**src/shared/ead_pkg.sv**
```systemverilog
// package of constants and carrier types for the effective address decoder
package ead_pkg;
	// effective address code boundaries
	localparam logic [4:0] EAD_CODE_IND_LO = 5'h08;
	localparam logic [4:0] EAD_CODE_POST_LO = 5'h0c;
	localparam logic [4:0] EAD_CODE_D8_LO = 5'h10;
	localparam logic [4:0] EAD_CODE_D16_LO = 5'h18;
	localparam logic [4:0] EAD_CODE_IDX0 = 5'h1c;
	localparam logic [4:0] EAD_CODE_IDX1 = 5'h1d;
	localparam logic [4:0] EAD_CODE_PCREL = 5'h1e;
	localparam logic [4:0] EAD_CODE_DIRECT = 5'h1f;
	// register number used as index
	localparam logic [2:0] EAD_INDEX_REG = 3'h7;
	// base and correction cycle counts
	localparam logic [3:0] EAD_CYC_ONE = 4'h1;
	localparam logic [3:0] EAD_CYC_TWO = 4'h2;
	localparam logic [3:0] EAD_CYC_FOUR = 4'h4;
	localparam logic [3:0] EAD_CYC_THREE = 4'h3;
	localparam logic [3:0] EAD_CYC_EIGHT = 4'h8;
	localparam logic [3:0] EAD_CYC_ZERO = 4'h0;

	// operand width
	typedef enum logic [1:0] {
		EAD_W_BYTE,
		EAD_W_WORD,
		EAD_W_LONG
	} ead_width_t;

	// operand or fetch location
	typedef enum logic [1:0] {
		EAD_LOC_INTERNAL,
		EAD_LOC_EXT16,
		EAD_LOC_EXT8
	} ead_loc_t;

	// addressing mode
	typedef enum logic [3:0] {
		EAD_M_REG,
		EAD_M_IND,
		EAD_M_POSTINC,
		EAD_M_SHORT_DISPLACEMENT,
		EAD_M_LONG_DISPLACEMENT,
		EAD_M_INDEX,
		EAD_M_PCREL,
		EAD_M_DIRECT
	} ead_mode_t;

	// decoded mode information
	typedef struct packed {
		ead_mode_t mode;
		logic [2:0] reg_sel;
		logic use_index;
		logic [1:0] ext_bytes;
		logic [3:0] base_cycles;
		logic [1:0] base_accesses;
	} ead_decode_t;

	// correction result
	typedef struct packed {
		logic [3:0] cycles;
		logic [2:0] accesses;
	} ead_corr_t;
endpackage : ead_pkg

```
**src/design/ead_corr_calc.sv**
```systemverilog
// operand access cycle correction by width, location, alignment
`timescale 1ns/100ps
module ead_corr_calc
	import ead_pkg::*;
(
	input wire logic is_register,
	input ead_width_t width,
	input ead_loc_t loc,
	input wire logic odd_addr,
	output ead_corr_t corr
);
	// access counts when the access is not split
	wire [2:0] plain_acc = (width == EAD_W_LONG) ? 3'd2 : 3'd1;
	// split access counts for misaligned or narrow bus
	wire [2:0] split_acc = (width == EAD_W_LONG) ? 3'd4 :
		(width == EAD_W_WORD) ? 3'd2 : 3'd1;
	// penalty when split, and for even sixteen bit access
	wire [3:0] split_cyc_ext = (width == EAD_W_LONG) ? EAD_CYC_EIGHT :
		(width == EAD_W_WORD) ? EAD_CYC_FOUR : EAD_CYC_ONE;
	wire [3:0] split_cyc_int = (width == EAD_W_LONG) ? EAD_CYC_FOUR :
		(width == EAD_W_WORD) ? EAD_CYC_TWO : EAD_CYC_ZERO;
	wire [3:0] even_ext = (width == EAD_W_LONG) ? EAD_CYC_TWO : EAD_CYC_ONE;

	always_comb begin
		corr.cycles = EAD_CYC_ZERO;
		corr.accesses = plain_acc;
		if (is_register) begin
			corr.cycles = EAD_CYC_ZERO;
		end else if (loc == EAD_LOC_INTERNAL) begin
			if (odd_addr) begin
				corr.cycles = split_cyc_int;
				corr.accesses = split_acc;
			end
		end else if (loc == EAD_LOC_EXT16) begin
			if (odd_addr) begin
				corr.cycles = split_cyc_ext;
				corr.accesses = split_acc;
			end else begin
				corr.cycles = even_ext;
			end
		end else begin
			corr.cycles = split_cyc_ext;
			corr.accesses = split_acc;
		end
	end
endmodule : ead_corr_calc

```
**src/design/ead_decoder.sv**
```systemverilog
// effective address decoder with registered timing outputs
`timescale 1ns/100ps
// Contract
// - codes 00-07 select register directly
// - 08-0B indirect, 2 cycles, 1 access
// - 0C-0F post-increment, 4 cycles, 2 accesses
// - 10-17 short displacement, one extension byte
// - 18-1B long displacement, two extension bytes
// - 1C/1D indexed by register seven, 4 cycles
// - 1E pc relative, 1F direct address
// - internal odd word/long add cycles
// - sixteen bit bus penalties by alignment
// - eight bit bus penalties always
// - external accesses add wait cycles
// - fetch penalty per boundary crossed
module ead_decoder
	import ead_pkg::*;
(
	input wire logic clock,
	input wire logic rst_n,
	input wire logic decode_valid,
	input wire logic [4:0] code,
	input ead_width_t width,
	input ead_loc_t operand_loc,
	input wire logic odd_addr,
	input wire logic [3:0] wait_cycles,
	input ead_loc_t fetch_loc,
	input wire logic [2:0] fetch_units,
	output logic result_valid,
	output ead_mode_t mode,
	output logic [2:0] reg_sel,
	output logic use_index,
	output logic [2:0] index_reg,
	output logic [1:0] ext_bytes,
	output logic ext_bytes_valid,
	output logic [3:0] base_cycles,
	output logic [1:0] base_accesses,
	output logic [3:0] corr_cycles,
	output logic [2:0] corr_accesses,
	output logic [4:0] fetch_cycles,
	output logic [7:0] total_cycles
);
	// decoded mode fields
	ead_decode_t info;
	// operand correction
	ead_corr_t corr;
	// register operand flag
	wire is_register = (code < EAD_CODE_IND_LO);
	// external bus in use
	wire is_external = !is_register && (operand_loc != EAD_LOC_INTERNAL);
	wire [3:0] wait_add = is_external ? wait_cycles : 4'h0;
	// per-unit fetch penalty
	wire [3:0] fetch_unit_cyc = (fetch_loc == EAD_LOC_INTERNAL) ?
		EAD_CYC_TWO : EAD_CYC_THREE;
	wire [6:0] fetch_prod = 7'(fetch_unit_cyc * fetch_units);
	// external fetch also waits
	wire [4:0] fetch_next = (fetch_loc == EAD_LOC_INTERNAL) ?
		fetch_prod[4:0] : 5'(fetch_prod[4:0] + wait_cycles);
	// total of all components
	wire [7:0] total_next = 8'(info.base_cycles + corr.cycles
		+ wait_add + fetch_next);

	// mode table
	ead_mode_rom u_rom (
		.code(code),
		.info(info)
	);

	// operand correction table
	ead_corr_calc u_corr (
		.is_register(is_register),
		.width(width),
		.loc(operand_loc),
		.odd_addr(odd_addr),
		.corr(corr)
	);

	// valid strobe register
	always_ff @(posedge clock) begin
		if (!rst_n) begin
			result_valid <= 1'b0;
			ext_bytes_valid <= 1'b0;
		end else begin
			result_valid <= decode_valid;
			ext_bytes_valid <= decode_valid;
		end
	end

	// result fields other than index_reg captured on each decode
	always_ff @(posedge clock) begin
		if (!rst_n) begin
			mode <= EAD_M_REG;
			reg_sel <= 3'h0;
			use_index <= 1'b0;
			index_reg <= EAD_INDEX_REG;
			ext_bytes <= 2'h0;
			base_cycles <= 4'h0;
			base_accesses <= 2'h0;
			corr_cycles <= 4'h0;
			corr_accesses <= 3'h0;
			fetch_cycles <= 5'h0;
			total_cycles <= 8'h00;
		end else if (decode_valid) begin
			mode <= info.mode;
			reg_sel <= info.reg_sel;
			use_index <= info.use_index;
			ext_bytes <= info.ext_bytes;
			base_cycles <= info.base_cycles;
			base_accesses <= info.base_accesses;
			corr_cycles <= corr.cycles;
			corr_accesses <= corr.accesses;
			fetch_cycles <= fetch_next;
			total_cycles <= total_next;
		end
	end

	reg_direct_a: assert property (@(posedge clock) disable iff (!rst_n)
		decode_valid && code < 5'h08 |=> mode == EAD_M_REG && ext_bytes == 2'h0
		&& reg_sel == $past(code[2:0]))
		else $error("register direct decode wrong");

	ind_count_a: assert property (@(posedge clock) disable iff (!rst_n)
		decode_valid && code >= 5'h08 && code <= 5'h0b |=> base_cycles == 4'h2
		&& base_accesses == 2'h1 && ext_bytes == 2'h0 && mode == EAD_M_IND)
		else $error("indirect counts wrong");

	post_inc_a: assert property (@(posedge clock) disable iff (!rst_n)
		decode_valid && code >= 5'h0c && code <= 5'h0f |=> base_cycles == 4'h4
		&& base_accesses == 2'h2 && reg_sel == {1'b0, $past(code[1:0])})
		else $error("post increment counts wrong");

	disp_short_a: assert property (@(posedge clock) disable iff (!rst_n)
		decode_valid && code[4:3] == 2'b10 |=> ext_bytes == 2'h1
		&& reg_sel == $past(code[2:0]) && base_cycles == 4'h2)
		else $error("short displacement wrong");

	disp_long_a: assert property (@(posedge clock) disable iff (!rst_n)
		decode_valid && code >= 5'h18 && code <= 5'h1b |=> ext_bytes == 2'h2
		&& base_accesses == 2'h1 && reg_sel[2] == 1'b0)
		else $error("long displacement wrong");

	index_mode_a: assert property (@(posedge clock) disable iff (!rst_n)
		decode_valid && (code == 5'h1c || code == 5'h1d) |=> use_index
		&& base_cycles == 4'h4 && reg_sel == {2'b00, $past(code[0])})
		else $error("indexed decode wrong");

	pc_direct_a: assert property (@(posedge clock) disable iff (!rst_n)
		decode_valid && code >= 5'h1e |=> ext_bytes == 2'h2
		&& base_accesses == 2'h0
		&& base_cycles == ($past(code[0]) ? 4'h1 : 4'h2))
		else $error("pc or direct decode wrong");

	// odd word on sixteen bit bus
	ext_odd_a: assert property (@(posedge clock) disable iff (!rst_n)
		decode_valid && code >= 5'h08 && operand_loc == EAD_LOC_EXT16
		&& odd_addr && width == EAD_W_WORD |=> corr_cycles == 4'h4
		&& corr_accesses == 3'h2)
		else $error("odd external word correction wrong");

	ext8_long_a: assert property (@(posedge clock) disable iff (!rst_n)
		decode_valid && code >= 5'h08 && operand_loc == EAD_LOC_EXT8
		&& width == EAD_W_LONG |=> corr_cycles == 4'h8
		&& corr_accesses == 3'h4)
		else $error("eight bit long correction wrong");

	reset_clear_a: assert property (@(posedge clock)
		!rst_n |=> !result_valid && !ext_bytes_valid && ext_bytes == 2'h0
		&& mode == EAD_M_REG && index_reg == EAD_INDEX_REG
		&& total_cycles == 8'h00 && fetch_cycles == 5'h00)
		else $error("reset values wrong");

	valid_rise_a: assert property (@(posedge clock) disable iff (!rst_n)
		decode_valid |=> result_valid && ext_bytes_valid)
		else $error("valid strobe missing");

	valid_fall_a: assert property (@(posedge clock) disable iff (!rst_n)
		!decode_valid |=> !result_valid && !ext_bytes_valid)
		else $error("valid strobe too long");

	field_hold_a: assert property (@(posedge clock) disable iff (!rst_n)
		!decode_valid |=> $stable(mode) && $stable(reg_sel)
		&& $stable(ext_bytes) && $stable(base_cycles)
		&& $stable(corr_cycles) && $stable(total_cycles))
		else $error("fields changed without decode");

	mem_mode_a: assert property (@(posedge clock) disable iff (!rst_n)
		decode_valid && code >= 5'h08 |=> mode != EAD_M_REG)
		else $error("memory code decoded as register");

	low_no_ext_a: assert property (@(posedge clock) disable iff (!rst_n)
		decode_valid && !code[4] |=> ext_bytes == 2'h0)
		else $error("extension bytes for low code");

	// index only for its two codes
	index_only_a: assert property (@(posedge clock) disable iff (!rst_n)
		decode_valid && code != 5'h1c && code != 5'h1d |=> !use_index)
		else $error("index flag on wrong code");

	pc_mode_a: assert property (@(posedge clock) disable iff (!rst_n)
		decode_valid && code >= 5'h1e |=> reg_sel == 3'h0 && mode ==
		($past(code[0]) ? EAD_M_DIRECT : EAD_M_PCREL))
		else $error("pc or direct mode wrong");

	reg_corr_a: assert property (@(posedge clock) disable iff (!rst_n)
		decode_valid && code < 5'h08 |=> corr_cycles == 4'h0
		&& corr_accesses == ($past(width) == EAD_W_LONG ? 3'h2 : 3'h1))
		else $error("register operand correction wrong");

	int_even_a: assert property (@(posedge clock) disable iff (!rst_n)
		decode_valid && code >= 5'h08 && operand_loc == EAD_LOC_INTERNAL
		&& !odd_addr |=> corr_cycles == 4'h0)
		else $error("internal even correction wrong");

	int_odd_word_a: assert property (@(posedge clock) disable iff (!rst_n)
		decode_valid && code >= 5'h08 && operand_loc == EAD_LOC_INTERNAL
		&& odd_addr && width == EAD_W_WORD |=> corr_cycles == 4'h2
		&& corr_accesses == 3'h2)
		else $error("internal odd word correction wrong");

	int_odd_long_a: assert property (@(posedge clock) disable iff (!rst_n)
		decode_valid && code >= 5'h08 && operand_loc == EAD_LOC_INTERNAL
		&& odd_addr && width == EAD_W_LONG |=> corr_cycles == 4'h4
		&& corr_accesses == 3'h4)
		else $error("internal odd long correction wrong");

	ext_even_a: assert property (@(posedge clock) disable iff (!rst_n)
		decode_valid && code >= 5'h08 && operand_loc == EAD_LOC_EXT16
		&& !odd_addr |=> corr_cycles ==
		($past(width) == EAD_W_LONG ? 4'h2 : 4'h1))
		else $error("even external correction wrong");

	// odd long on sixteen bit bus
	ext_odd_long_a: assert property (@(posedge clock) disable iff (!rst_n)
		decode_valid && code >= 5'h08 && operand_loc == EAD_LOC_EXT16
		&& odd_addr && width == EAD_W_LONG |=> corr_cycles == 4'h8
		&& corr_accesses == 3'h4)
		else $error("odd external long correction wrong");

	ext8_word_a: assert property (@(posedge clock) disable iff (!rst_n)
		decode_valid && code >= 5'h08 && operand_loc == EAD_LOC_EXT8
		&& width == EAD_W_WORD |=> corr_cycles == 4'h4
		&& corr_accesses == 3'h2)
		else $error("eight bit word correction wrong");

	ext8_byte_a: assert property (@(posedge clock) disable iff (!rst_n)
		decode_valid && code >= 5'h08 && operand_loc == EAD_LOC_EXT8
		&& width == EAD_W_BYTE |=> corr_cycles == 4'h1
		&& corr_accesses == 3'h1)
		else $error("eight bit byte correction wrong");

	wait_sum_a: assert property (@(posedge clock) disable iff (!rst_n)
		decode_valid && code >= 5'h08 && operand_loc != EAD_LOC_INTERNAL
		&& fetch_loc == EAD_LOC_INTERNAL && fetch_units == 3'h0
		|=> total_cycles == 8'(base_cycles) + 8'(corr_cycles)
		+ 8'($past(wait_cycles)))
		else $error("wait cycles not counted");

	no_wait_a: assert property (@(posedge clock) disable iff (!rst_n)
		decode_valid && (code < 5'h08 || operand_loc == EAD_LOC_INTERNAL)
		&& fetch_loc == EAD_LOC_INTERNAL && fetch_units == 3'h0
		|=> total_cycles == 8'(base_cycles) + 8'(corr_cycles))
		else $error("wait added without external access");

	fetch_int_a: assert property (@(posedge clock) disable iff (!rst_n)
		decode_valid && fetch_loc == EAD_LOC_INTERNAL
		|=> fetch_cycles == 5'($past(fetch_units)) * 5'h02)
		else $error("internal fetch correction wrong");

	fetch_ext_a: assert property (@(posedge clock) disable iff (!rst_n)
		decode_valid && fetch_loc != EAD_LOC_INTERNAL
		|=> fetch_cycles == 5'($past(fetch_units)) * 5'h03
		+ 5'($past(wait_cycles)))
		else $error("external fetch correction wrong");

	reg_total_a: assert property (@(posedge clock) disable iff (!rst_n)
		decode_valid && code < 5'h08 |=> total_cycles == 8'(fetch_cycles))
		else $error("register total wrong");
endmodule : ead_decoder

```
**src/design/ead_mode_rom.sv**
```systemverilog
// combinational mode table from effective address code
`timescale 1ns/100ps
module ead_mode_rom
	import ead_pkg::*;
(
	input wire logic [4:0] code,
	output ead_decode_t info
);
	// range decodes
	wire is_reg = (code < EAD_CODE_IND_LO);
	wire is_ind = !is_reg && (code < EAD_CODE_POST_LO);
	wire is_post = (code >= EAD_CODE_POST_LO) && (code < EAD_CODE_D8_LO);
	wire is_d8 = (code >= EAD_CODE_D8_LO) && (code < EAD_CODE_D16_LO);
	wire is_d16 = (code >= EAD_CODE_D16_LO) && (code < EAD_CODE_IDX0);
	wire is_idx = (code == EAD_CODE_IDX0) || (code == EAD_CODE_IDX1);
	wire is_pc = (code == EAD_CODE_PCREL);

	always_comb begin
		info = '0;
		// low-four register fields use code bits 1:0, register and short displacement 2:0
		info.reg_sel = is_d8 || is_reg ? code[2:0] : {1'b0, code[1:0]};
		if (is_reg) begin
			info.mode = EAD_M_REG;
		end else if (is_ind) begin
			info.mode = EAD_M_IND;
			info.base_cycles = EAD_CYC_TWO;
			info.base_accesses = 2'd1;
		end else if (is_post) begin
			info.mode = EAD_M_POSTINC;
			info.base_cycles = EAD_CYC_FOUR;
			info.base_accesses = 2'd2;
		end else if (is_d8) begin
			info.mode = EAD_M_SHORT_DISPLACEMENT;
			info.ext_bytes = 2'd1;
			info.base_cycles = EAD_CYC_TWO;
			info.base_accesses = 2'd1;
		end else if (is_d16) begin
			info.mode = EAD_M_LONG_DISPLACEMENT;
			info.ext_bytes = 2'd2;
			info.base_cycles = EAD_CYC_TWO;
			info.base_accesses = 2'd1;
		end else if (is_idx) begin
			info.mode = EAD_M_INDEX;
			info.reg_sel = {2'b00, code[0]};
			info.use_index = 1'b1;
			info.base_cycles = EAD_CYC_FOUR;
			info.base_accesses = 2'd2;
		end else if (is_pc) begin
			info.mode = EAD_M_PCREL;
			info.reg_sel = 3'h0;
			info.ext_bytes = 2'd2;
			info.base_cycles = EAD_CYC_TWO;
		end else begin
			info.mode = EAD_M_DIRECT;
			info.reg_sel = 3'h0;
			info.ext_bytes = 2'd2;
			info.base_cycles = EAD_CYC_ONE;
		end
	end
endmodule : ead_mode_rom

```
**config.mk**
```make
export PLATFORM = sky130hd
export DESIGN_NAME = ead_decoder
export DESIGN_NICKNAME = d
export VERILOG_FILES = /design/src/shared/ead_pkg.sv /design/src/design/ead_corr_calc.sv /design/src/design/ead_decoder.sv /design/src/design/ead_mode_rom.sv
export SDC_FILE = /design/constraint.sdc
export NUM_CORES = 1
export LEC_CHECK = 0
export ABC_AREA = 1
export BUFFER_PORTS_ARGS = -buffer_cell sky130_fd_sc_hd__buf_2
export CORE_ASPECT_RATIO = 1.75
export CORE_MARGIN = 2
export CORE_UTILIZATION = 50
export DETAILED_ROUTE_END_ITERATION = 8
export HOLD_SLACK_MARGIN = 0.06
export PLACE_DENSITY = 0.78
export SYNTH_ARGS = -nofsm -noshare
export SYNTH_HDL_FRONTEND = slang
export SYNTH_SLANG_ARGS = --single-unit
```
**constraint.sdc**
```tcl
create_clock -name clock -period 5.1 [get_ports clock]
set_input_delay 1.02 -clock clock [delete_from_list [all_inputs] [get_ports clock]]
set_output_delay 1.02 -clock clock [all_outputs]
set_load 0.05 [all_outputs]
```
### Yosys cells after proc, flatten, opt, wreduce, memory -nomap -nowiden

Index checks and enable logic that the tools add are counted.

| storage, ports and cells | value |
|---|---|
| bits in latches | 0 |
| memories | 0 |
| bits of input ports | 22 |
| logic and storage cells | 81 |
| bits in writable memories | 0 |
| register bits after elaboration | 37 |
| output and inout port bits | 41 |
| ROM bits | 0 |

| cells by class | value |
|---|---|
| add/sub/neg operators | 4 |
| multipliers | 1 |
| reduce and logical (&&, ||, !) cells | 11 |
| divide/modulo/power cells | 0 |
| $lt $le $gt $ge | 8 |
| multiplexer cells | 40 |
| bitwise operators | 0 |
| shift operators | 0 |
| equality and inequality tests | 6 |

Operators with widths:

| operator | count |
|---|---|
| two-way mux 4 bit | 14 |
| two-way mux 6 bit | 4 |
| two-way mux 7 bit | 3 |
| two-way mux 8 bit | 2 |
| == test 5 bit, second input constant | 3 |
| < comparator 5 bit, second input constant | 3 |
| two-way mux 3 bit | 5 |
| two-way mux 2 bit | 7 |
| two-way mux 12 bit | 1 |
| greater-or-equal comparator 5 bit, second input constant | 2 |
| < comparator 5 x 4 -> 1 bit, second input constant | 2 |
| two-way mux 5 bit | 2 |
| adder 6 x 5 -> 7 bit | 1 |
| adder 5 x 4 -> 6 bit | 1 |
| adder 4 x 4 -> 5 bit | 1 |
| adder 5 x 4 -> 5 bit | 1 |
| greater-or-equal comparator 5 x 4 -> 1 bit, second input constant | 1 |
| logical AND 1 bit | 5 |
| multiplier 2 x 3 -> 5 bit | 1 |
| == test 2 x 1 -> 1 bit, second input constant | 2 |
| logical NOT 2 bit | 2 |
| == test 2 bit, second input constant | 1 |
| logical OR 1 bit | 2 |
| two-way mux 1 bit | 2 |
| other kinds (2) | 2 |

### Longest topological paths before layout

Gate-level depths: netlist of run 1.

| logic depth | value |
|---|---|
| depth in word-level cells | 12 |
| depth in mapped cells | 20 |
| depth with buffers taken out | 20 |

### By module

From an unflattened synthesis of run 1, not the netlist that was laid out.

| second synthesis, totals | value |
|---|---|
| cell total of the unflattened synthesis | 338 |
| area, all modules | 2406.1 um^2 |

Modules (own cells, without submodules):

| module | area an instance (um^2) | cells an instance | instances | sequential area each (um^2) |
|---|---|---|---|---|
| ead_decoder | 2033.2 | 266 | 1 | 720.7 |
| ead_corr_calc | 210.2 | 37 | 1 | 0.0 |
| ead_mode_rom | 162.7 | 35 | 1 | 0.0 |

### Least setup slack after synthesis of run 1

No wires, ideal clock.

| path | value |
|---|---|
| path kind | input to register |
| start point | input port fetch_loc[1] |
| end point | register total_cycles[6] |
| path slack | 0.905 ns |
| setup time | 0.122 ns |
| path buffers | 0 |
| stages | 17 |
| data arrival time | 4.073 ns |
| data required time | 4.978 ns |
| path through | nor2_4 -> nor2_1 -> ha_1 -> fa_1 -> ha_1 -> a21oi_1 -> nand3_1 -> nand3_1 -> nand2_1 -> fa_1 -> inv_1 -> ha_1 -> ha_1 -> a21oi_1 -> nand2_1 -> a21oi_1 -> o21ai_0 |

| on the way | value |
|---|---|
| longest elaborated chain between the ends | 6 |

RTL lines:

| what | line | RTL |
|---|---|---|
| start: declaration | ead_decoder.sv:27 | `input ead_loc_t fetch_loc,` |
| logical NOT 2 bit * | ead_decoder.sv:53, ead_decoder.sv:57 |  |
| two-way mux 1 bit | ead_decoder.sv:53 | `wire [3:0] fetch_unit_cyc = (fetch_loc == EAD_LOC_INTERNAL) ?` |
| multiplier 2 x 3 -> 5 bit | ead_decoder.sv:55 | `wire [6:0] fetch_prod = 7'(fetch_unit_cyc * fetch_units);` |
| adder 5 x 4 -> 5 bit | ead_decoder.sv:58 | `fetch_prod[4:0] : 5'(fetch_prod[4:0] + wait_cycles);` |
| two-way mux 5 bit * | ead_decoder.sv:57 | `wire [4:0] fetch_next = (fetch_loc == EAD_LOC_INTERNAL) ?` |
| adder 6 x 5 -> 7 bit * | ead_decoder.sv:61 | `+ wait_add + fetch_next);` |
| end signal: assignment | ead_decoder.sv:113 | `total_cycles <= total_next;` |
| end: declaration | ead_decoder.sv:41 | `output logic [7:0] total_cycles` |

Mark *: on every way between the ends. The rest lies on a longest branch, timed or not.
A chain may end at the register's enable or synchronous reset.

### Final worst setup path of run 1

Ends and elaborated chain as after synthesis.

==> impl_metrics.prom, run 1 <==
# TYPE chip_impl_metric gauge
chip_impl_metric{name="cts-resized-gates",unit=""} 0
chip_impl_metric{name="route.vias.total",unit=""} 1914
chip_impl_metric{name="placed_cells_incl_taps",unit=""} 374
chip_impl_metric{name="synthesis.yosys.warnings",unit=""} 0
chip_impl_metric{name="cts_buffer_depth",unit=""} 2
chip_impl_metric{name="critPathRequiredTime",unit="ns"} 5.28
chip_impl_info{name="layout_common_cells",value="69 x sky130_fd_sc_hd__nand2_1, 56 x sky130_fd_sc_hd__buf_2, 45 x sky130_fd_sc_hd__inv_1"} 1
chip_impl_metric{name="layout-drive-gt1-share",unit=""} 0.231
chip_impl_info{name="crit_path_start_kind",value="input port"} 1
chip_impl_metric{name="worstSkewPairLatency",unit="ns"} 0.29
chip_impl_metric{name="initial_antenna_violation_count",unit=""} 0
chip_impl_metric{name="worst_supply_voltage_drop_on_vdd",unit="uV"} 178
chip_impl_info{name="layout_commonest_cell",value="sky130_fd_sc_hd__nand2_1"} 1
chip_impl_metric{name="post_synth.cell_area_avg",unit="um^2"} 7.50
chip_impl_metric{name="numClockSinks",unit=""} 33
chip_impl_metric{name="die_area",unit="um^2"} 4720
chip_impl_metric{name="setup_total_negative_slack",unit="ns"} 0
chip_impl_metric{name="maxCapViolCount",unit=""} 0
chip_impl_metric{name="synth.distinct_cells",unit=""} 30
chip_impl_metric{name="min_period",unit="ns"} 4.25
chip_impl_metric{name="ys_ff_latch",unit=""} 33
chip_impl_info{name="status",value="complete, no violations"} 1
chip_impl_info{name="rsz0062_at_grt",value="no"} 1
chip_impl_metric{name="path_clk_slew",unit="ns"} 0.07
chip_impl_metric{name="post_drt_via_cell_ratio",unit=""} 5.01
chip_impl_metric{name="cts.htree.levels",unit=""} 2
chip_impl_metric{name="grt.met1_usage",unit=""} 0.214
chip_impl_metric{name="overflow",unit=""} 0
chip_impl_metric{name="dp_slack",unit="ns"} 0.541
chip_impl_metric{name="post_synth_instance_area",unit="um^2"} 2090
chip_impl_info{name="cp-end-kind",value="flip-flop"} 1
chip_impl_metric{name="cts_hold_buf",unit=""} 0
chip_impl_metric{name="portBuffers",unit=""} 56
chip_impl_info{name="cts_tree",value="built"} 1
chip_impl_metric{name="design.portCount",unit=""} 63
chip_impl_metric{name="final_critical_path_setup_slack",unit="ns"} 0.852
chip_impl_metric{name="per_cell_routed_wire_length",unit="um"} 12.3
chip_impl_metric{name="hold_viol_final",unit=""} 0
chip_impl_metric{name="p_per_area",unit="nW/um^2"} 343
chip_impl_metric{name="synth_seq_area_share",unit=""} 0.317
chip_impl_metric{name="first_global_vias",unit=""} 1842
chip_impl_metric{name="wirelength",unit="mm"} 4.68
chip_impl_metric{name="postCtsSetupBuffers",unit=""} 0
chip_impl_metric{name="coreArea",unit="um^2"} 4070
chip_impl_metric{name="finalSetupViolCount",unit=""} 0
chip_impl_metric{name="period_share",unit=""} 0.833
chip_impl_metric{name="areaGrowthSynthToFinish",unit="%"} 17.6
chip_impl_metric{name="design_power",unit="uW"} 842
chip_impl_metric{name="layoutNonFillerInstCount",unit=""} 382
chip_impl_info{name="top_usage_layer",value="met2"} 1
chip_impl_metric{name="synth_cells",unit=""} 278
chip_impl_metric{name="gp_routability_congestion",unit=""} 0.892
chip_impl_metric{name="fp-row-count",unit=""} 31
chip_impl_metric{name="met2_usage",unit=""} 0.441
chip_impl_metric{name="die_x",unit="um"} 52.8
chip_impl_metric{name="static_leakage",unit="uW"} 0.00135
chip_impl_metric{name="place.detailed.hpwl",unit="mm"} 3.83
chip_impl_metric{name="diodes",unit=""} 0
chip_impl_metric{name="total_routing_resource_utilization_after_global_routing",unit=""} 0.222
chip_impl_metric{name="antenna_violating_nets_left",unit=""} 0
chip_impl_metric{name="finClkSkew",unit="ns"} 0
chip_impl_metric{name="pin_count_of_the_biggest_net_entering_global_routing",unit=""} 27
chip_impl_metric{name="detailedRoute.firstPassIterationCount",unit=""} 4
chip_impl_metric{name="detail_route.iter0.violations",unit=""} 30
chip_impl_info{name="clockRootBuffer",value="sky130_fd_sc_hd__clkbuf_8"} 1
chip_impl_metric{name="fmax",unit="MHz"} 235
chip_impl_metric{name="fin_nets",unit=""} 378
chip_impl_metric{name="worst-endpoint-arrival",unit="ns"} 4.42
chip_impl_metric{name="final_max_slew_viol_count",unit=""} 0
chip_impl_metric{name="initial_core_utilization",unit=""} 0.512
chip_impl_info{name="setup_crit_path_kind",value="in -> reg"} 1
chip_impl_metric{name="use_met3",unit=""} 0.0268
chip_impl_metric{name="die-height",unit="um"} 89.4
chip_impl_metric{name="path_max_fanout",unit=""} 5
chip_impl_metric{name="global_route_wire_length_before_repair",unit="mm"} 7.78
chip_impl_metric{name="drcViolationCount",unit=""} 0
chip_impl_info{name="min_path_type",value="reg -> reg"} 1
chip_impl_metric{name="cts-buffers-inserted",unit=""} 5
routing by layer:
metal / vias to the layer above / share of wire
li1: 973 / -
met1: 882 / 0.36
met2: 49 / 0.57
met3: 10 / 0.037
met4: 0 / 0.030
met5: - / 0
final timing paths:
check             startpoint              end  slack (ns)  depth (start not counted)
max reg2reg  total_cycles[5]  total_cycles[5]        4.47                          2
min                  mode[0]          mode[0]        0.45                          2
min reg2reg          mode[0]          mode[0]        0.45                          2
max             fetch_loc[1]  total_cycles[6]        0.85                         19
where the power goes:
part / internal [uW] / total (uW) / switching (uW) / leakage [uW]
logic: 101 / 332 / 231 / 0.00103
registers: 281 / 293 / 12.0 / 0.000271
clock network: 122 / 217 / 94.7 / 0.0000542
total: 504 / 842 / 338 / 0.00135
layout make-up:
class	instances	area [um^2]
well taps	49	61.3
repair buffers	57	288
clock inverters	1	5.00
fillers	412	1620
flip-flops and latches	33	661
clock buffers	7	96.3
inverters	47	178
multi-input cells	188	1160
through the flow:
step	hold WS (ns)	cell area (um^2)	utilization
final	0.448	2450	0.602
after global routing	0.471	2450	0.602
after CTS	0.453	2450	0.602
after detailed placement	0.437	2350	0.577
after global placement	0.431	2350	0.577
after floorplan	0.671	2100	-
state kept, by name, summed over array words and instances (netlist names):
register / flops
base_accesses: 1
ext_bytes_valid: 1
ext_bytes: 2
corr_accesses: 3
reg_sel: 3
corr_cycles: 4
use_index: 1
mode: 3
base_cycles: 3
fetch_cycles: 5
total_cycles: 7
critical path, stage by stage:
cell	delay (ns)
sky130_fd_sc_hd__buf_2	0.11
sky130_fd_sc_hd__nor2_4	0.13
sky130_fd_sc_hd__nor2_1	0.05
sky130_fd_sc_hd__ha_1	0.20
sky130_fd_sc_hd__fa_1	0.39
sky130_fd_sc_hd__xnor2_1	0.20
sky130_fd_sc_hd__inv_1	0.07
sky130_fd_sc_hd__ha_1	0.33
sky130_fd_sc_hd__nand3_1	0.10
sky130_fd_sc_hd__nand3_1	0.11
sky130_fd_sc_hd__nand2_1	0.08
sky130_fd_sc_hd__fa_1	0.50
sky130_fd_sc_hd__inv_1	0.04
sky130_fd_sc_hd__ha_1	0.28
sky130_fd_sc_hd__ha_1	0.33
sky130_fd_sc_hd__a21oi_1	0.16
sky130_fd_sc_hd__nand2_1	0.09
sky130_fd_sc_hd__a21oi_1	0.13
sky130_fd_sc_hd__o21ai_0	0.09
kinds of logic (layout without fill, tap and decap cells):
| logic type | after synthesis | after routing | share of synthesized area |
|---|---|---|---|
| xor gates and xnor gates | 3 | 3 | 0.0126 |
| and+or+nand+nor | 106 | 106 | 0.223 |
| AOI/OAI and AO/OA | 49 | 49 | 0.135 |
| adders and majority gates | 24 | 24 | 0.176 |
| DFF | 33 | 33 | 0.317 |
| buffers and inverters | 61 | 112 | 0.133 |
| other | 2 | 6 | 0.00360 |
Yosys cell counts:
cell / number / area share
sky130_fd_sc_hd__nand4_1: 1 / 0.0030
sky130_fd_sc_hd__ha_1: 15 / 0.090
sky130_fd_sc_hd__buf_6: 1 / 0.0054
sky130_fd_sc_hd__or2_4: 1 / 0.0042
sky130_fd_sc_hd__a22o_1: 3 / 0.013
sky130_fd_sc_hd__a21oi_1: 11 / 0.026
sky130_fd_sc_hd__clkbuf_2: 1 / 0.0024
sky130_fd_sc_hd__inv_1: 45 / 0.081
sky130_fd_sc_hd__o21ai_0: 27 / 0.065
sky130_fd_sc_hd__nand3_1: 14 / 0.034
sky130_fd_sc_hd__clkinv_2: 1 / 0.0024
sky130_fd_sc_hd__buf_4: 9 / 0.032
sky130_fd_sc_hd__nand2_2: 2 / 0.0060
sky130_fd_sc_hd__nand3b_1: 1 / 0.0036
sky130_fd_sc_hd__nand2_1: 69 / 0.12
sky130_fd_sc_hd__o31ai_1: 3 / 0.011
sky130_fd_sc_hd__fa_1: 9 / 0.086
sky130_fd_sc_hd__conb_1: 2 / 0.0036
sky130_fd_sc_hd__xor2_1: 2 / 0.0084
sky130_fd_sc_hd__o2111ai_1: 1 / 0.0042
sky130_fd_sc_hd__nor2_4: 4 / 0.022
sky130_fd_sc_hd__dfxtp_1: 33 / 0.32
sky130_fd_sc_hd__nor2_1: 12 / 0.022
sky130_fd_sc_hd__and2_1: 1 / 0.0030
sky130_fd_sc_hd__nor3_1: 1 / 0.0024
sky130_fd_sc_hd__buf_2: 3 / 0.0072
sky130_fd_sc_hd__inv_2: 1 / 0.0018
sky130_fd_sc_hd__o21ai_2: 3 / 0.013
sky130_fd_sc_hd__o211ai_1: 1 / 0.0036
sky130_fd_sc_hd__xnor2_1: 1 / 0.0042
Power figures use the tool's default switching activity.
==> run 2, diff against run 1 <==
--- a/config.mk
+++ b/config.mk
@@ -9,10 +9,10 @@
 export BUFFER_PORTS_ARGS = -buffer_cell sky130_fd_sc_hd__buf_2
 export CORE_ASPECT_RATIO = 1.75
 export CORE_MARGIN = 2
-export CORE_UTILIZATION = 50
+export CORE_UTILIZATION = 46
 export DETAILED_ROUTE_END_ITERATION = 8
 export HOLD_SLACK_MARGIN = 0.06
-export PLACE_DENSITY = 0.78
+export PLACE_DENSITY = 0.75
 export SYNTH_ARGS = -nofsm -noshare
 export SYNTH_HDL_FRONTEND = slang
 export SYNTH_SLANG_ARGS = --single-unit
==> constraint.sdc (replaced) <==
create_clock -name clock -period 3.47 [get_ports clock]
set_input_delay 0.694 -clock clock [delete_from_list [all_inputs] [get_ports clock]]
set_output_delay 0.694 -clock clock [all_outputs]
set_load 0.05 [all_outputs]
==> run 2 against run 1 <==
  * The flow now finishes with violations (negative setup slack)
  * Clock power increased by 27%
  * Worst hold slack improved by 0.0049 ns
  * Via count increased by 6.2%
  * Die area increased by 8.2%
  * Critical endpoint unchanged
  * Combinational power increased by 92%
  * Utilization increased by 3.1 points
  * Non-clock buffer count increased by 29
==> impl_metrics.prom, run 2 (synthesis gave the netlist of run 1 again) <==
# TYPE chip_impl_metric gauge
chip_impl_info{name="status",value="finished, violations left"} 1
chip_impl_info{name="failed_checks",value="negative setup slack"} 1
chip_impl_metric{name="fmax",unit="MHz"} 279
chip_impl_metric{name="wirelength",unit="mm"} 5.43
chip_impl_metric{name="largest_register_ffs",unit=""} 7
chip_impl_metric{name="design_power",unit="uW"} 1340
chip_impl_metric{name="initial_core_utilization",unit=""} 0.474
chip_impl_info{name="cts_tree",value="built"} 1
chip_impl_info{name="cp-end-kind",value="flip-flop"} 1
chip_impl_metric{name="route.vias.total",unit=""} 2033
chip_impl_metric{name="total_routing_resource_utilization_after_global_routing",unit=""} 0.235
chip_impl_info{name="cp_cell_sequence",value="buf_6, nor2_4, nor2_2, ha_2, fa_2, ha_4, a21oi_2, nand3_1, nand3_2, nand2_2, fa_1, inv_2, ha_4, ha_4, a21oi_2, nand2_2, a21oi_2, o21ai_1"} 1
chip_impl_info{name="startpoint_of_the_worst_setup_timing_path",value="fetch_loc[0]"} 1
chip_impl_info{name="setup_crit_path_kind",value="in -> reg"} 1
chip_impl_metric{name="critPathRequiredTime",unit="ns"} 3.65
chip_impl_metric{name="detail_route.iter0.violations",unit=""} 27
chip_impl_metric{name="finClkSkew",unit="ns"} 0
chip_impl_metric{name="cts-buffers-inserted",unit=""} 5
chip_impl_metric{name="post_drt_via_cell_ratio",unit=""} 4.92
chip_impl_metric{name="worstSkewPairLatency",unit="ns"} 0.28
chip_impl_metric{name="critical_path.max_stage_delay",unit="ns"} 0.57
chip_impl_metric{name="die_area",unit="um^2"} 5110
chip_impl_metric{name="overflow",unit=""} 0
chip_impl_info{name="biggestRegsByFlops",value="total_cycles: 7 flops, fetch_cycles: 5 flops, corr_cycles: 4 flops"} 1
chip_impl_metric{name="portBuffers",unit=""} 56
chip_impl_info{name="min_path_type",value="reg -> reg"} 1
chip_impl_metric{name="final_max_slew_viol_count",unit=""} 0
chip_impl_info{name="hold_path_startpoint",value="use_index"} 1
chip_impl_metric{name="coreArea",unit="um^2"} 4400
chip_impl_metric{name="design.portCount",unit=""} 63
chip_impl_metric{name="final_cell_area",unit="um^2"} 2790
chip_impl_info{name="layout_common_cells",value="67 x sky130_fd_sc_hd__nand2_1, 55 x sky130_fd_sc_hd__buf_2, 44 x sky130_fd_sc_hd__inv_1"} 1
chip_impl_metric{name="fin_nets",unit=""} 407
chip_impl_metric{name="cts_hold_buf",unit=""} 0
chip_impl_metric{name="cts.htree.levels",unit=""} 2
chip_impl_metric{name="first_global_vias",unit=""} 2027
chip_impl_info{name="clockRootBuffer",value="sky130_fd_sc_hd__clkbuf_8"} 1
chip_impl_metric{name="final_design_utilization",unit=""} 0.633
chip_impl_metric{name="die_x",unit="um"} 54.9
chip_impl_metric{name="per_cell_routed_wire_length",unit="um"} 13.1
chip_impl_metric{name="placement.cell_area",unit="um^2"} 2630
chip_impl_metric{name="place.detailed.hpwl",unit="mm"} 4.33
chip_impl_metric{name="pin_count_of_the_biggest_net_entering_global_routing",unit=""} 24
chip_impl_metric{name="antenna_violating_nets_left",unit=""} 0
chip_impl_metric{name="gp_routability_congestion",unit=""} 0.926
chip_impl_metric{name="numClockSinks",unit=""} 33
chip_impl_metric{name="worst-endpoint-arrival",unit="ns"} 3.76
chip_impl_metric{name="initial_antenna_violation_count",unit=""} 0
chip_impl_metric{name="detailedRoute.firstPassIterationCount",unit=""} 4
chip_impl_metric{name="min_period",unit="ns"} 3.59
chip_impl_info{name="r2r-start",value="total_cycles[3]"} 1
chip_impl_metric{name="diodes",unit=""} 0
chip_impl_info{name="crit_path_start_kind",value="input port"} 1
chip_impl_metric{name="cts_buffer_depth",unit=""} 2
chip_impl_info{name="rsz0062_at_grt",value="yes"} 1
chip_impl_metric{name="path_clk_slew",unit="ns"} 0.07
chip_impl_metric{name="worst_supply_voltage_drop_on_vdd",unit="uV"} 351
chip_impl_metric{name="period_share",unit=""} 1.03
chip_impl_metric{name="die-height",unit="um"} 93.1
chip_impl_metric{name="global_route_wire_length_before_repair",unit="mm"} 8.80
chip_impl_metric{name="areaGrowthSynthToFinish",unit="%"} 33.7
chip_impl_metric{name="maxCapViolCount",unit=""} 0
chip_impl_metric{name="path_max_fanout",unit=""} 5
chip_impl_metric{name="layoutNonFillerInstCount",unit=""} 413
chip_impl_metric{name="final_critical_path_setup_slack",unit="ns"} -0.117
chip_impl_metric{name="placed_cells_incl_taps",unit=""} 402
chip_impl_metric{name="fp-row-count",unit=""} 32
chip_impl_metric{name="layout-drive-gt1-share",unit=""} 0.351
chip_impl_info{name="max_flop_register",value="total_cycles"} 1
chip_impl_metric{name="hold_viol_final",unit=""} 0
chip_impl_metric{name="static_leakage",unit="uW"} 0.00150
chip_impl_info{name="layout_commonest_cell",value="sky130_fd_sc_hd__nand2_1"} 1
chip_impl_metric{name="drcViolationCount",unit=""} 0
chip_impl_metric{name="finalSetupViolCount",unit=""} 4
chip_impl_metric{name="p_per_area",unit="nW/um^2"} 482
chip_impl_info{name="timing.critical_path.slowest_stage_cell",value="sky130_fd_sc_hd__fa_2"} 1
## run 2: through the flow
stage | worst slack (ns) | setup TNS (ns) | hold WS, ns
6_report | -0.117 | -0.399 | 0.452
5_1_grt | -0.258 | -0.883 | 0.471
4_1_cts | -0.0511 | -0.142 | 0.457
3_5_place_dp | -0.487 | -1.92 | 0.443
3_3_place_gp | -0.388 | -1.57 | 0.435
2_1_floorplan | -0.202 | -0.587 | 0.671
## run 2: worst max-delay path, delay by kind of cell
kind            cells  cell delay (ns)
compound gates      4             0.45
fa+ha+maj           6             1.95
buf+inv             2             0.14
simple gates        6             0.51
## run 2: power breakdown
group | internal, uW | switching (uW) | leakage [uW] | total (uW)
clock network | 139 | 137 | 0.0000450 | 276
logic | 241 | 395 | 0.00119 | 636
registers | 414 | 17.5 | 0.000271 | 431
## run 2: what timing repair did
| item | 4_1_cts | 5_1_grt |
|---|---|---|
| setup endpoints to repair | 4 | 5 |
| cloned | 0 | 0 |
| pin swaps | 3 | 2 |
| setup buffers | 0 | 3 |
| gates resized for setup | 8 | 6 |
## run 2: per-layer routing
layer / track usage / share of wire / up-vias
met4: 0.108 / 0.033 / 0
met5: 0 / 0 / -
li1: - / - / 1027
met2: 0.433 / 0.57 / 64
met3: 0.0431 / 0.044 / 13
met1: 0.236 / 0.36 / 929
## run 2: path summary, 6_finish.rpt
kind	end	slack, ns	cells past startpoint
hold reg to reg	use_index	0.45	2
setup reg to reg	total_cycles[3]	2.83	2
setup / recovery	total_cycles[6]	-0.12	18
hold / removal	use_index	0.45	2
## run 2: area by class of cell
| class | instances | area (um^2) |
|---|---|---|
| Clock inverter | 2 | 10.0 |
| Timing Repair Buffer | 86 | 512 |
| Multi-Input combinational cell | 188 | 1290 |
| Tap cell | 51 | 63.8 |
| Clock buffer | 6 | 72.6 |
| Sequential cell | 33 | 661 |
| Inverter | 47 | 178 |
| Fill cell | 404 | 1620 |
